### src/hdl/cpd_map.svh
// Constants for the console power-up configuration decoder.
// Assumes a 10 MHz clock.
`ifndef CPD_MAP_SVH
`define CPD_MAP_SVH
`define CPD_CLK_HZ 10000000
`define CPD_BAUD_CODES 10
`define CPD_TEXT_ROWS 24
`define CPD_TOTAL_ROWS 25
`define CPD_COLUMNS 80
`define CPD_CHAR_W 7
`define CPD_CHAR_H 8
`define CPD_DESCENDERS 2
`define CPD_CELL_W 9
`define CPD_CELL_H 12
`define CPD_HSWEEP_60_HZ 19400
`define CPD_HSWEEP_50_HZ 18000
`define CPD_KBD_DATA_BITS 8
`define CPD_KBD_STOP_BITS 1
`define CPD_KBD_BAUD_MIN 50
`define CPD_KBD_BAUD_MAX 9600
`define CPD_KBD_BAUD_DEF 9600
`define CPD_HSWEEP_60_CYC (`CPD_CLK_HZ / `CPD_HSWEEP_60_HZ)
`define CPD_HSWEEP_50_CYC (`CPD_CLK_HZ / `CPD_HSWEEP_50_HZ)
`define CPD_HSYNC_CYC 40
`define CPD_VSYNC_LINES 3
`define CPD_SW_CURSOR_BLK 4
`define CPD_SW_CURSOR_BLINK 5
`define CPD_SW_STATUS_KEEP 6
`define CPD_SW_FREQ_60 7
`define CPD_SW_WORD7 0
`define CPD_SW_NO_MODEM 1
`define CPD_SW_ONE_STOP 2
`define CPD_SW_NO_PARITY 3
`define CPD_SW_ODD 4
`define CPD_SW_STICK 5
`define CPD_SW_NATIVE 6
`define CPD_SW_FULL_DUPLEX 7
`endif

### src/hdl/cpd_pkg.sv
// Types for the console power-up configuration decoder.
// Assumes cpd_map.svh is on the include path.
package cpd_pkg;
    typedef struct packed {
        logic [3:0] baud_code;
        logic cursor_block;
        logic cursor_blink;
        logic status_keep;
        logic freq_60;
        logic word_7bit;
        logic modem_ctrl;
        logic two_stop;
        logic parity_en;
        logic parity_odd;
        logic parity_stick;
        logic native_mode;
        logic full_duplex;
        logic vsync_high;
        logic hsync_high;
        logic line_diff;
    } cpd_cfg_s;

    typedef struct packed {
        logic [7:0] data;
        logic valid;
    } cpd_key_s;
endpackage : cpd_pkg

### src/hdl/cpd_decoder.sv
// Console power-up configuration decoder with keyboard receiver and sync timing.
// Assumes switches read 1 when off, jumpers read 1 when joined at 2-3.
// How it works
// Four off-as-one baud switches, first is LSB, codes 0-9 pick 19200 to 110.
// Bank one switch five on gives block cursor, off gives underline.
// Bank one switch six on makes cursor blink, off keeps it steady.
// Status row shows at start; switch seven off hides it on a key.
// Bank one switch eight on selects 60 Hz, off selects 50 Hz.
// Horizontal sweep runs at 19.4 kHz for 60 Hz, 18 kHz for 50 Hz.
// Bank two: switch one on 7-bit, switch three on one stop bit.
// Bank two switch two on disables modem control, off enables it.
// Bank two switch four on no parity; switch five on odd parity.
// Bank two switch six on forces stick mark parity bit.
// Bank two switch seven on native mode, off emulation mode.
// Bank two switch eight on full duplex, off half duplex with echo.
// Vertical jumper 1-2 gives active-low vsync, 2-3 active-high.
// Horizontal jumper 1-2 gives active-low hsync, 2-3 active-high.
// Keyboard frames are async, 8 data bits then one stop bit.
// One active-high bell output sounds while asserted.
// Screen is 24 rows plus status row by 80 columns, 9x12 cells.
// Line standard jumper 1-2 single-ended, 2-3 differential.
// Settings are sampled at reset release and held until next reset.
`timescale 1ns/1ps
`include "cpd_map.svh"
module cpd_decoder (
    input wire logic clk,
    input wire logic rst_n,
    input wire logic clk_en,
    input wire logic [7:0] first_config_switch_bank,
    input wire logic [7:0] second_config_switch_bank,
    input wire logic line_standard_jumper,
    input wire logic horizontal_polarity_jumper,
    input wire logic vertical_polarity_jumper,
    input wire logic kbd_serial_in,
    input wire logic [15:0] kbd_bit_cycles,
    input wire logic bell_request,
    output cpd_pkg::cpd_cfg_s cfg,
    output logic [14:0] baud_rate,
    output logic status_visible,
    output cpd_pkg::cpd_key_s key,
    output logic kbd_bell,
    output logic hsync,
    output logic vsync,
    output logic [6:0] text_col,
    output logic [4:0] text_row
);
    import cpd_pkg::*;

    function automatic logic [14:0] baud_of(input logic [3:0] code);
        case (code)
            4'h0: baud_of = 15'h4B00;
            4'h1: baud_of = 15'h2580;
            4'h2: baud_of = 15'h12C0;
            4'h3: baud_of = 15'h0960;
            4'h4: baud_of = 15'h0708;
            4'h5: baud_of = 15'h04B0;
            4'h6: baud_of = 15'h0258;
            4'h7: baud_of = 15'h012C;
            4'h8: baud_of = 15'h0096;
            4'h9: baud_of = 15'h006E;
            default: baud_of = 15'h2580;
        endcase
    endfunction : baud_of

    // Two-stage synchronisers on the switch, jumper and keyboard serial pins
    logic [19:0] pin_meta_reg;
    logic [19:0] pin_sync_reg;
    always_ff @(posedge clk) begin
        if (!rst_n) begin
            pin_meta_reg <= '1;
            pin_sync_reg <= '1;
        end else if (clk_en) begin
            pin_meta_reg <= {kbd_serial_in, line_standard_jumper, horizontal_polarity_jumper,
                vertical_polarity_jumper, second_config_switch_bank, first_config_switch_bank};
            pin_sync_reg <= pin_meta_reg;
        end
    end
    logic [7:0] b1;
    logic [7:0] b2;
    logic kbd_rx;
    assign b1 = pin_sync_reg[7:0];
    assign b2 = pin_sync_reg[15:8];
    assign kbd_rx = pin_sync_reg[19];

    // Capture once, a few cycles after reset release so sync stages are settled
    logic [1:0] cap_cnt_reg;
    logic cap_done_reg;
    always_ff @(posedge clk) begin
        if (!rst_n) begin
            cap_cnt_reg <= 2'h0;
            cap_done_reg <= 1'b0;
        end else if (clk_en && !cap_done_reg) begin
            cap_cnt_reg <= cap_cnt_reg + 2'h1;
            if (cap_cnt_reg == 2'h2) begin
                cap_done_reg <= 1'b1;
            end
        end
    end
    logic cap_now;
    assign cap_now = clk_en && !cap_done_reg && cap_cnt_reg == 2'h2;

    cpd_cfg_s cfg_next;
    always_comb begin
        cfg_next.baud_code = b1[3:0];
        cfg_next.cursor_block = !b1[`CPD_SW_CURSOR_BLK];
        cfg_next.cursor_blink = !b1[`CPD_SW_CURSOR_BLINK];
        cfg_next.status_keep = !b1[`CPD_SW_STATUS_KEEP];
        cfg_next.freq_60 = !b1[`CPD_SW_FREQ_60];
        cfg_next.word_7bit = !b2[`CPD_SW_WORD7];
        cfg_next.two_stop = b2[`CPD_SW_ONE_STOP];
        cfg_next.modem_ctrl = b2[`CPD_SW_NO_MODEM];
        cfg_next.parity_en = b2[`CPD_SW_NO_PARITY];
        cfg_next.parity_odd = !b2[`CPD_SW_ODD];
        cfg_next.parity_stick = !b2[`CPD_SW_STICK];
        cfg_next.native_mode = !b2[`CPD_SW_NATIVE];
        cfg_next.full_duplex = !b2[`CPD_SW_FULL_DUPLEX];
        cfg_next.vsync_high = pin_sync_reg[16];
        cfg_next.hsync_high = pin_sync_reg[17];
        cfg_next.line_diff = pin_sync_reg[18];
    end

    always_ff @(posedge clk) begin
        if (!rst_n) begin
            cfg <= '0;
            baud_rate <= 15'h4B00;
        end else if (cap_now) begin
            cfg <= cfg_next;
            baud_rate <= baud_of(cfg_next.baud_code);
        end
    end

    // Keyboard receiver: start, 8 data LSB first, 1 stop
    typedef enum logic [1:0] {RX_IDLE, RX_START, RX_DATA, RX_STOP} cpd_rx_e;
    cpd_rx_e rx_state_reg;
    logic [15:0] rx_cnt_reg;
    logic [2:0] rx_bit_reg;
    logic [7:0] rx_shift_reg;
    logic rx_tick;
    assign rx_tick = rx_cnt_reg == 16'h0;
    always_ff @(posedge clk) begin
        if (!rst_n) begin
            rx_state_reg <= RX_IDLE;
            rx_cnt_reg <= 16'h0;
            rx_bit_reg <= 3'h0;
            rx_shift_reg <= 8'h0;
            key <= '0;
        end else if (clk_en) begin
            key.valid <= 1'b0;
            if (!rx_tick) begin
                rx_cnt_reg <= rx_cnt_reg - 16'h1;
            end
            case (rx_state_reg)
                RX_IDLE: begin
                    if (!kbd_rx) begin
                        rx_state_reg <= RX_START;
                        rx_cnt_reg <= {1'b0, kbd_bit_cycles[15:1]};
                    end
                end
                RX_START: begin
                    if (rx_tick) begin
                        rx_state_reg <= kbd_rx ? RX_IDLE : RX_DATA;
                        rx_cnt_reg <= kbd_bit_cycles;
                        rx_bit_reg <= 3'h0;
                    end
                end
                RX_DATA: begin
                    if (rx_tick) begin
                        rx_shift_reg <= {kbd_rx, rx_shift_reg[7:1]};
                        rx_cnt_reg <= kbd_bit_cycles;
                        rx_bit_reg <= rx_bit_reg + 3'h1;
                        if (rx_bit_reg == 3'h7) begin
                            rx_state_reg <= RX_STOP;
                        end
                    end
                end
                RX_STOP: begin
                    if (rx_tick) begin
                        rx_state_reg <= RX_IDLE;
                        if (kbd_rx) begin
                            key.data <= rx_shift_reg;
                            key.valid <= 1'b1;
                        end
                    end
                end
                default: rx_state_reg <= RX_IDLE;
            endcase
        end
    end

    // Status row shown from start, hidden on first key unless kept
    always_ff @(posedge clk) begin
        if (!rst_n) begin
            status_visible <= 1'b1;
        end else if (clk_en && key.valid && !cfg.status_keep) begin
            status_visible <= 1'b0;
        end
    end

    always_ff @(posedge clk) begin
        if (!rst_n) begin
            kbd_bell <= 1'b0;
        end else if (clk_en) begin
            kbd_bell <= bell_request;
        end
    end

    // Sweep timing: line period from frequency, frame in 12-line cells
    logic [9:0] line_cnt_reg;
    logic [9:0] line_len;
    logic [3:0] scan_reg;
    logic hs_act_reg;
    logic vs_act_reg;
    assign line_len = cfg.freq_60 ? 10'(`CPD_HSWEEP_60_CYC - 1) : 10'(`CPD_HSWEEP_50_CYC - 1);
    always_ff @(posedge clk) begin
        if (!rst_n) begin
            line_cnt_reg <= 10'h0;
            text_col <= 7'h0;
        end else if (clk_en) begin
            if (line_cnt_reg >= line_len) begin
                line_cnt_reg <= 10'h0;
                text_col <= 7'h0;
            end else begin
                line_cnt_reg <= line_cnt_reg + 10'h1;
                if (text_col != 7'(`CPD_COLUMNS - 1)) begin
                    text_col <= text_col + 7'h1;
                end
            end
        end
    end
    logic line_end;
    assign line_end = line_cnt_reg >= line_len;

    always_ff @(posedge clk) begin
        if (!rst_n) begin
            scan_reg <= 4'h0;
            text_row <= 5'h0;
        end else if (clk_en && line_end) begin
            if (scan_reg == 4'(`CPD_CELL_H - 1)) begin
                scan_reg <= 4'h0;
                text_row <= (text_row == 5'(`CPD_TOTAL_ROWS)) ? 5'h0 : text_row + 5'h1;
            end else begin
                scan_reg <= scan_reg + 4'h1;
            end
        end
    end

    always_ff @(posedge clk) begin
        if (!rst_n) begin
            hs_act_reg <= 1'b0;
            vs_act_reg <= 1'b0;
            hsync <= 1'b1;
            vsync <= 1'b1;
        end else if (clk_en) begin
            hs_act_reg <= line_cnt_reg >= (line_len - 10'(`CPD_HSYNC_CYC));
            vs_act_reg <= text_row == 5'(`CPD_TOTAL_ROWS) && scan_reg < 4'(`CPD_VSYNC_LINES);
            hsync <= cfg.hsync_high ? hs_act_reg : !hs_act_reg;
            vsync <= cfg.vsync_high ? vs_act_reg : !vs_act_reg;
        end
    end
endmodule : cpd_decoder

### config.mk
export PLATFORM = sky130hd
export DESIGN_NAME = cpd_decoder
export DESIGN_NICKNAME = d
export VERILOG_FILES = /design/src/hdl/cpd_pkg.sv /design/src/hdl/cpd_decoder.sv
export VERILOG_INCLUDE_DIRS = /design/src /design/src/hdl
export SDC_FILE = /design/constraint.sdc
export NUM_CORES = 1
export LEC_CHECK = 0
export ABC_AREA = 1
export BUFFER_PORTS_ARGS = -buffer_cell sky130_fd_sc_hd__buf_2
export CELL_PAD_IN_SITES_DETAIL_PLACEMENT = 0
export CELL_PAD_IN_SITES_GLOBAL_PLACEMENT = 1
export CORE_MARGIN = 10
export CORE_UTILIZATION = 35
export CTS_BUF_LIST = sky130_fd_sc_hd__clkbuf_8
export CTS_CLUSTER_SIZE = 10
export DETAILED_ROUTE_END_ITERATION = 10
export GPL_TIMING_DRIVEN = 0
export MAX_ROUTING_LAYER = met4
export PLACE_DENSITY = 0.71
export SYNTH_ARGS = -nofsm -noshare
export SYNTH_HDL_FRONTEND = slang
export SYNTH_SLANG_ARGS = --single-unit
### constraint.sdc
create_clock -name clk -period 1.7 [get_ports clk]
set_input_delay 0.34 -clock clk [delete_from_list [all_inputs] [get_ports clk]]
set_output_delay 0.34 -clock clk [all_outputs]
set_load 0.03 [all_outputs]
======== After elaboration in Yosys (flattened, before gate mapping) ========
Memories as Yosys holds them, arrays and structs flattened. A register that Yosys moved wholly into a read port is not among the register bits.
Index checks and enable logic that the tools add are counted.
word-level totals
  word-level logic and storage cells ...... 119
  ROM bits ................................ 224
  output and inout bits ................... 59
  input port bits ......................... 40
  memories ................................ 1
  register bits after elaboration ......... 147
memory list
  name              depth  bits a word  rd ports  clocked after Yosys merged registers in  wr ports  line               source
  (name not given)  16     14           1         1                                        0         cpd_decoder.sv:50  case (code)
operators by class
  equality and inequality tests ........... 13
  reductions and logical operators ........ 32
  add/sub/neg operators ................... 8
  multiplexer cells ....................... 25
  order comparisons ....................... 3
operator list
  operator                                                               number
  16-bit 2-to-1 mux                                                      3
  16-bit one-hot mux with 2 select lines                                 1
  10-bit greater-or-equal comparator                                     2
  16-bit zero test                                                       1
  16-bit by 1-bit subtractor with 16-bit output (second input constant)  1
  1-bit zero test                                                        14
  7-bit 2-to-1 mux                                                       2
  2-bit 2-to-1 mux                                                       6
  10-bit by 1-bit adder with 10-bit output (second input constant)       1
  10-bit 2-to-1 mux                                                      1
  2-bit inequality test (second input constant)                          5
  10-bit by 6-bit subtractor with 10-bit output (second input constant)  1
  2-bit one-hot mux with 4 select lines                                  1
  4-bit AND reduction                                                    2
  7-bit by 1-bit adder with 7-bit output (second input constant)         1
  7-bit inequality test (second input constant)                          1
  2-bit equality test (second input constant)                            3
  1-bit logical AND                                                      6
  3-bit 2-to-1 mux                                                       2
  6-bit 2-to-1 mux                                                       1
  3-bit one-hot mux with 2 select lines                                  1
  2-bit AND reduction                                                    3
  6-bit AND reduction                                                    1
  5-bit by 1-bit adder with 5-bit output (second input constant)         1
  other kinds (15)                                                       20

======== Longest topological paths before layout ========
  depth after elaboration ................. 4
  mapped depth ............................ 13
  mapped depth without buffers ............ 13

======== Least setup slack after synthesis ========
Ideal clock, no wire load.
  path type ............................... flip-flop to flip-flop
  start point ............................. register cfg[11] in the netlist's numbering
  end point ............................... register text_row[0]
  required time ........................... 1.591 ns
  clock period less this slack ............ 1.971 ns
  stages on the path, launching flop included .. 13
  path slack .............................. -0.271 ns
  arrival time ............................ 1.862 ns
  buffers on the path ..................... 0
  library setup time ...................... 0.109 ns
  cell sequence ........................... dfxtp_1 > inv_1 > ha_1 > inv_1 > nand2_1 > nand2_1 > nand2_1 > nand2_1 > nand4_1 > nand2_1 > o21ai_0 > nand2_1 > inv_1
between the ends
  word-level cells in the longest chain between the ends .. 4
RTL lines
  item                                line                source
  start, declared                     cpd_decoder.sv:37   output cpd_pkg::cpd_cfg_s cfg,
  start signal, assigned              cpd_decoder.sv:127  cfg <= cfg_next;
  6-bit 2-to-1 mux                    cpd_decoder.sv:213  assign line_len = cfg.freq_60 ? 10'(`CPD_HSWEEP_60_CYC - 1) : 10'(`CPD_HSWEEP_50_CYC - 1);
  10-bit greater-or-equal comparator  cpd_decoder.sv:231  assign line_end = line_cnt_reg >= line_len;
  1-bit logical AND                   cpd_decoder.sv:237  end else if (clk_en && line_end) begin
  2-bit AND reduction (no line)       -
  end signal, assigned                cpd_decoder.sv:240  text_row <= (text_row == 5'(`CPD_TOTAL_ROWS)) ? 5'h0 : text_row + 5'h1;
  end, declared                       cpd_decoder.sv:45   output logic [4:0] text_row
No other way between the ends.
A chain may end at the register's enable or synchronous reset.

======== Worst setup path after layout ========
  start point ............................. register rx_cnt_reg[1]
  end point ............................... register rx_cnt_reg[10]
between the ends
  word-level cells in the longest chain between the ends .. 4
  elaborated cells between the ends (all ways) .. 6
  those cells by class .................... add/sub (1); mux (4); reduce/logical (1)
RTL lines
  item                                                                                      line                                                        source
  start, declared                                                                           cpd_decoder.sv:135                                          logic [15:0] rx_cnt_reg;
  start signal, assigned                                                                    cpd_decoder.sv:150                                          rx_cnt_reg <= rx_cnt_reg - 16'h1;
  start signal, assigned                                                                    cpd_decoder.sv:156                                          rx_cnt_reg <= {1'b0, kbd_bit_cycles[15:1]};
  start signal, assigned                                                                    cpd_decoder.sv:162                                          rx_cnt_reg <= kbd_bit_cycles;
  16-bit by 1-bit subtractor with 16-bit output / 16-bit zero test (equally long branches)  cpd_decoder.sv:150, cpd_decoder.sv:139
  16-bit 2-to-1 mux                                                                         cpd_decoder.sv:149                                          if (!rx_tick) begin
  16-bit 2-to-1 mux (on tied branches)                                                      cpd_decoder.sv:160, cpd_decoder.sv:167, cpd_decoder.sv:154
  16-bit one-hot mux with 2 select lines (*)                                                cpd_decoder.sv:152                                          case (rx_state_reg)
Mark *: on every way between the ends. The rest lies on a longest branch, timed or not.

==> key figures <==
Logic synthesis
  – Post-synth EDFFs: 0
  – Flops & latches, synth: 146
  – Most common cell in the netlist: nand2_1
  – Post-synthesis cell count: 979
  – Asr flop ratio synth: 0%
  – Synth top area share: 41.3%
  – Top post-synthesis cells by count: nand2_1 (235), dfxtp_1 (146), a21oi_1 (105), nor2_1 (80), nand3_1 (79)
  – Cell taking the most area after synthesis: dfxtp_1
  – Post-synth net total: 1047
  – Yosys cell types: 47
  – Synth top area cells: dfxtp_1 (41%), nand2_1 (12%), a21oi_1 (7.4%)
  – Syn Std Cell Area: 7070 sq um
  – Synth Warn #: 0
  – Syn avg cell area: 7.22 sq um
  – Seq/Total Area, Yosys: 41.3%
  – Main flop type after synthesis: dfxtp_1

Critical path
  – Setup crit end kind: flop
  – Worst path slowest cell: dfxtp_2
  – Max stage delay on crit path: 350 ps
  – Crit path max fanout: 4
  – Crit path max-delay family: simple AND/OR/NAND/NOR gates
  – Critical-path cell list: inv_2, buf_4, ha_1, inv_1, nor2_2, and2_1, nand2_1, xor2_1, nand2_1, a21oi_2
  – Worst Setup Start Kind: flop
  – Critical path buffers and inverters: 3
  – CP required: between 2000 and 2500 ps
  – Kind of critical path: flop to flop
  – Top cell by count, worst path: nand2_1
  – Crit path DAT: 2100 ps

CTS
  – Hold-fix buffers, CTS: 0
  – # H-tree levels: 4
  – CTS Buf Count: 17
  – Maximum clock path buffer count: 2
  – # clock sinks: 146
  – Reg clk slew, reported paths: 90 ps
  – Worst skew pair latency: 460 ps
  – CTS tree: yes
  – Root Driver: clkbuf_8

STA
  – Final setup vio count: 4
  – Slew headroom: 50.1%
  – Slew Limit Fails: 0
  – Post-route setup slack: -11.3 ps
  – Min cycle time layout: 1710 ps
  – Worst Skew: 15.2 ps
  – Least-Margin Pin Slew: 748 ps
  – RSZ-0062 raised after global routing: true
  – Fmax achieved: 584 MHz
  – Final Hold Viols: 0
  – Final period util: 101%

Final layout
  – Fin area: 9010 sq um
  – Fillers: between 2000 and 2500
  – Nets: 1188
  – # diodes: 0
  – Layout cells sized above 1: 25.4%
  – Area Growth Syn to Fin: 27.3%
  – Finished Layout Cells: 1398

Routing
  – Final antenna-violating net count: 0
  – WL/cell: 16.3 um
  – Final wirelength: between 20 and 25 mm
  – Avg Vias per Cell: 4.93
  – Iter 0 DRT Violations: 362
  – Post-route DRC violation count: 0
  – Drt first pass iters: 5
  – DR vias: slightly below 7000

Power and ir drop
  – Static leakage power: 0.00399 uW
  – VDD IR max: 0.486 mV
  – Pwr dens: 960 nW/um^2

Min path
  – Hold Crit Class: input port to flop

Floorplanning
  – Die Ht: 162 um
  – Initial core utilization: 36.0%
  – Die width: 162 um
  – Core Region: 19700 sq um
  – I/O pins: 99
  – Die ar.: roughly 26000 sq um
  – Rows: 51

Outcome
  – Outcome: complete, but fails checks
  – Failing checks: negative setup slack

Global route
  – Grt ovf: 0
  – Initial antenna violation count: 0
  – Largest net degree at the start of global routing: 17
  – Vias in the first global route: 6659
  – Global-route wire length before repair: 35.1 mm
  – Total track usage: roughly 17%

Placed design
  – Hpwl dp: 16.4 mm
  – Routability-driven placement congestion ratio: 0.870
  – Port buffer count: 95
  – Cells after DPL: approximately 1300
  – Placed cell area: 7890 sq um

Job
  – Max-cap violations: 0
area by class of cell:
| class | instances | area [sq um] | area share, % |
|---|---|---|---|
| multi-input combinational | 714 | 4050 | 45.0 |
| inverter | 74 | 293 | 3.25 |
| timing repair buffer | 122 | 739 | 8.21 |
| sequential | 146 | 2940 | 32.7 |
| clock buffer | 17 | 234 | 2.60 |
| buffer | 45 | 221 | 2.46 |
| clock inverter | 15 | 193 | 2.14 |
| tap | 265 | 332 | 3.68 |
power by group:
group / total (uW) / internal [uW] / switching (uW) / leakage, uW
sequential: 3760 / 3600 / 163 / 0.00120
combinational: 1900 / 675 / 1220 / 0.00257
clock: 2990 / 1500 / 1490 / 0.000220
total: 8650 / 5770 / 2880 / 0.00399
per-layer routing:
metal / routed length (um) / GRT usage [%] / up-vias
met4: 360 / 4.76 / 0
met1: 10900 / 21.8 / 3175
met5: 0 / - / -
li1: - / - / 3547
met2: 10700 / 27.2 / 153
met3: 867 / 3.03 / 23
cell families after synthesis:
family	share of synthesized area, %
simple gates	30.1
compound gates	15.8
flops	41.3
buf+inv	6.65
fa+ha+maj	4.95
xor+xnor	1.11
other cells	0.0530
layout by cell type (no fill, tap or decap), types with 21 or more instances in the layout:
| cell | count |
|---|---|
| buf_2 | 100 |
| nor2_1 | 72 |
| inv_1 | 58 |
| o21ai_0 | 60 |
| a21oi_1 | 98 |
| nand3_1 | 73 |
| buf_4 | 21 |
| dfxtp_1 | 134 |
| ha_1 | 22 |
| clkbuf_1 | 25 |
| nand2_1 | 215 |
through the flow:
step	total power (uW)	hold slack (ps)	worst slack [ps]	utilization, %	TNS, ps
global route	9070	74.5	-106	45.8	-2560
finish	8650	85.3	-11.3	45.8	-33.5
global placement	5390	415	-450	40.1	-31320
floorplan	4930	396	11.8	-	0
CTS	8470	66.3	-18.4	43.4	-22.2
detailed placement	5390	422	-462	40.1	-30590
tightest hold or removal path, cell delays in order:
cell and delay (ps):
buf_2 70, nand2_1 40, nand3_1 60
timing repair:
item | CTS | global route
pin swaps | 4 | 30
resized for setup | 41 | 110
setup endpoints to repair | 60 | 80
buffers inserted | 9 | 15
gates cloned | 0 | 4
final timing paths:
path | start | to | slack [ps] | cells past startpoint
max | rx_cnt_reg[1] | rx_cnt_reg[10] | -10 | 10
min | second_config_switch_bank[7] | pin_meta_reg[15] | 90 | 3
max reg2reg | rx_cnt_reg[1] | rx_cnt_reg[10] | -10 | 10
min reg2reg | pin_sync_reg[14] | cfg[4] | 430 | 1
Note: power is estimated with default switching activity, not from simulation.
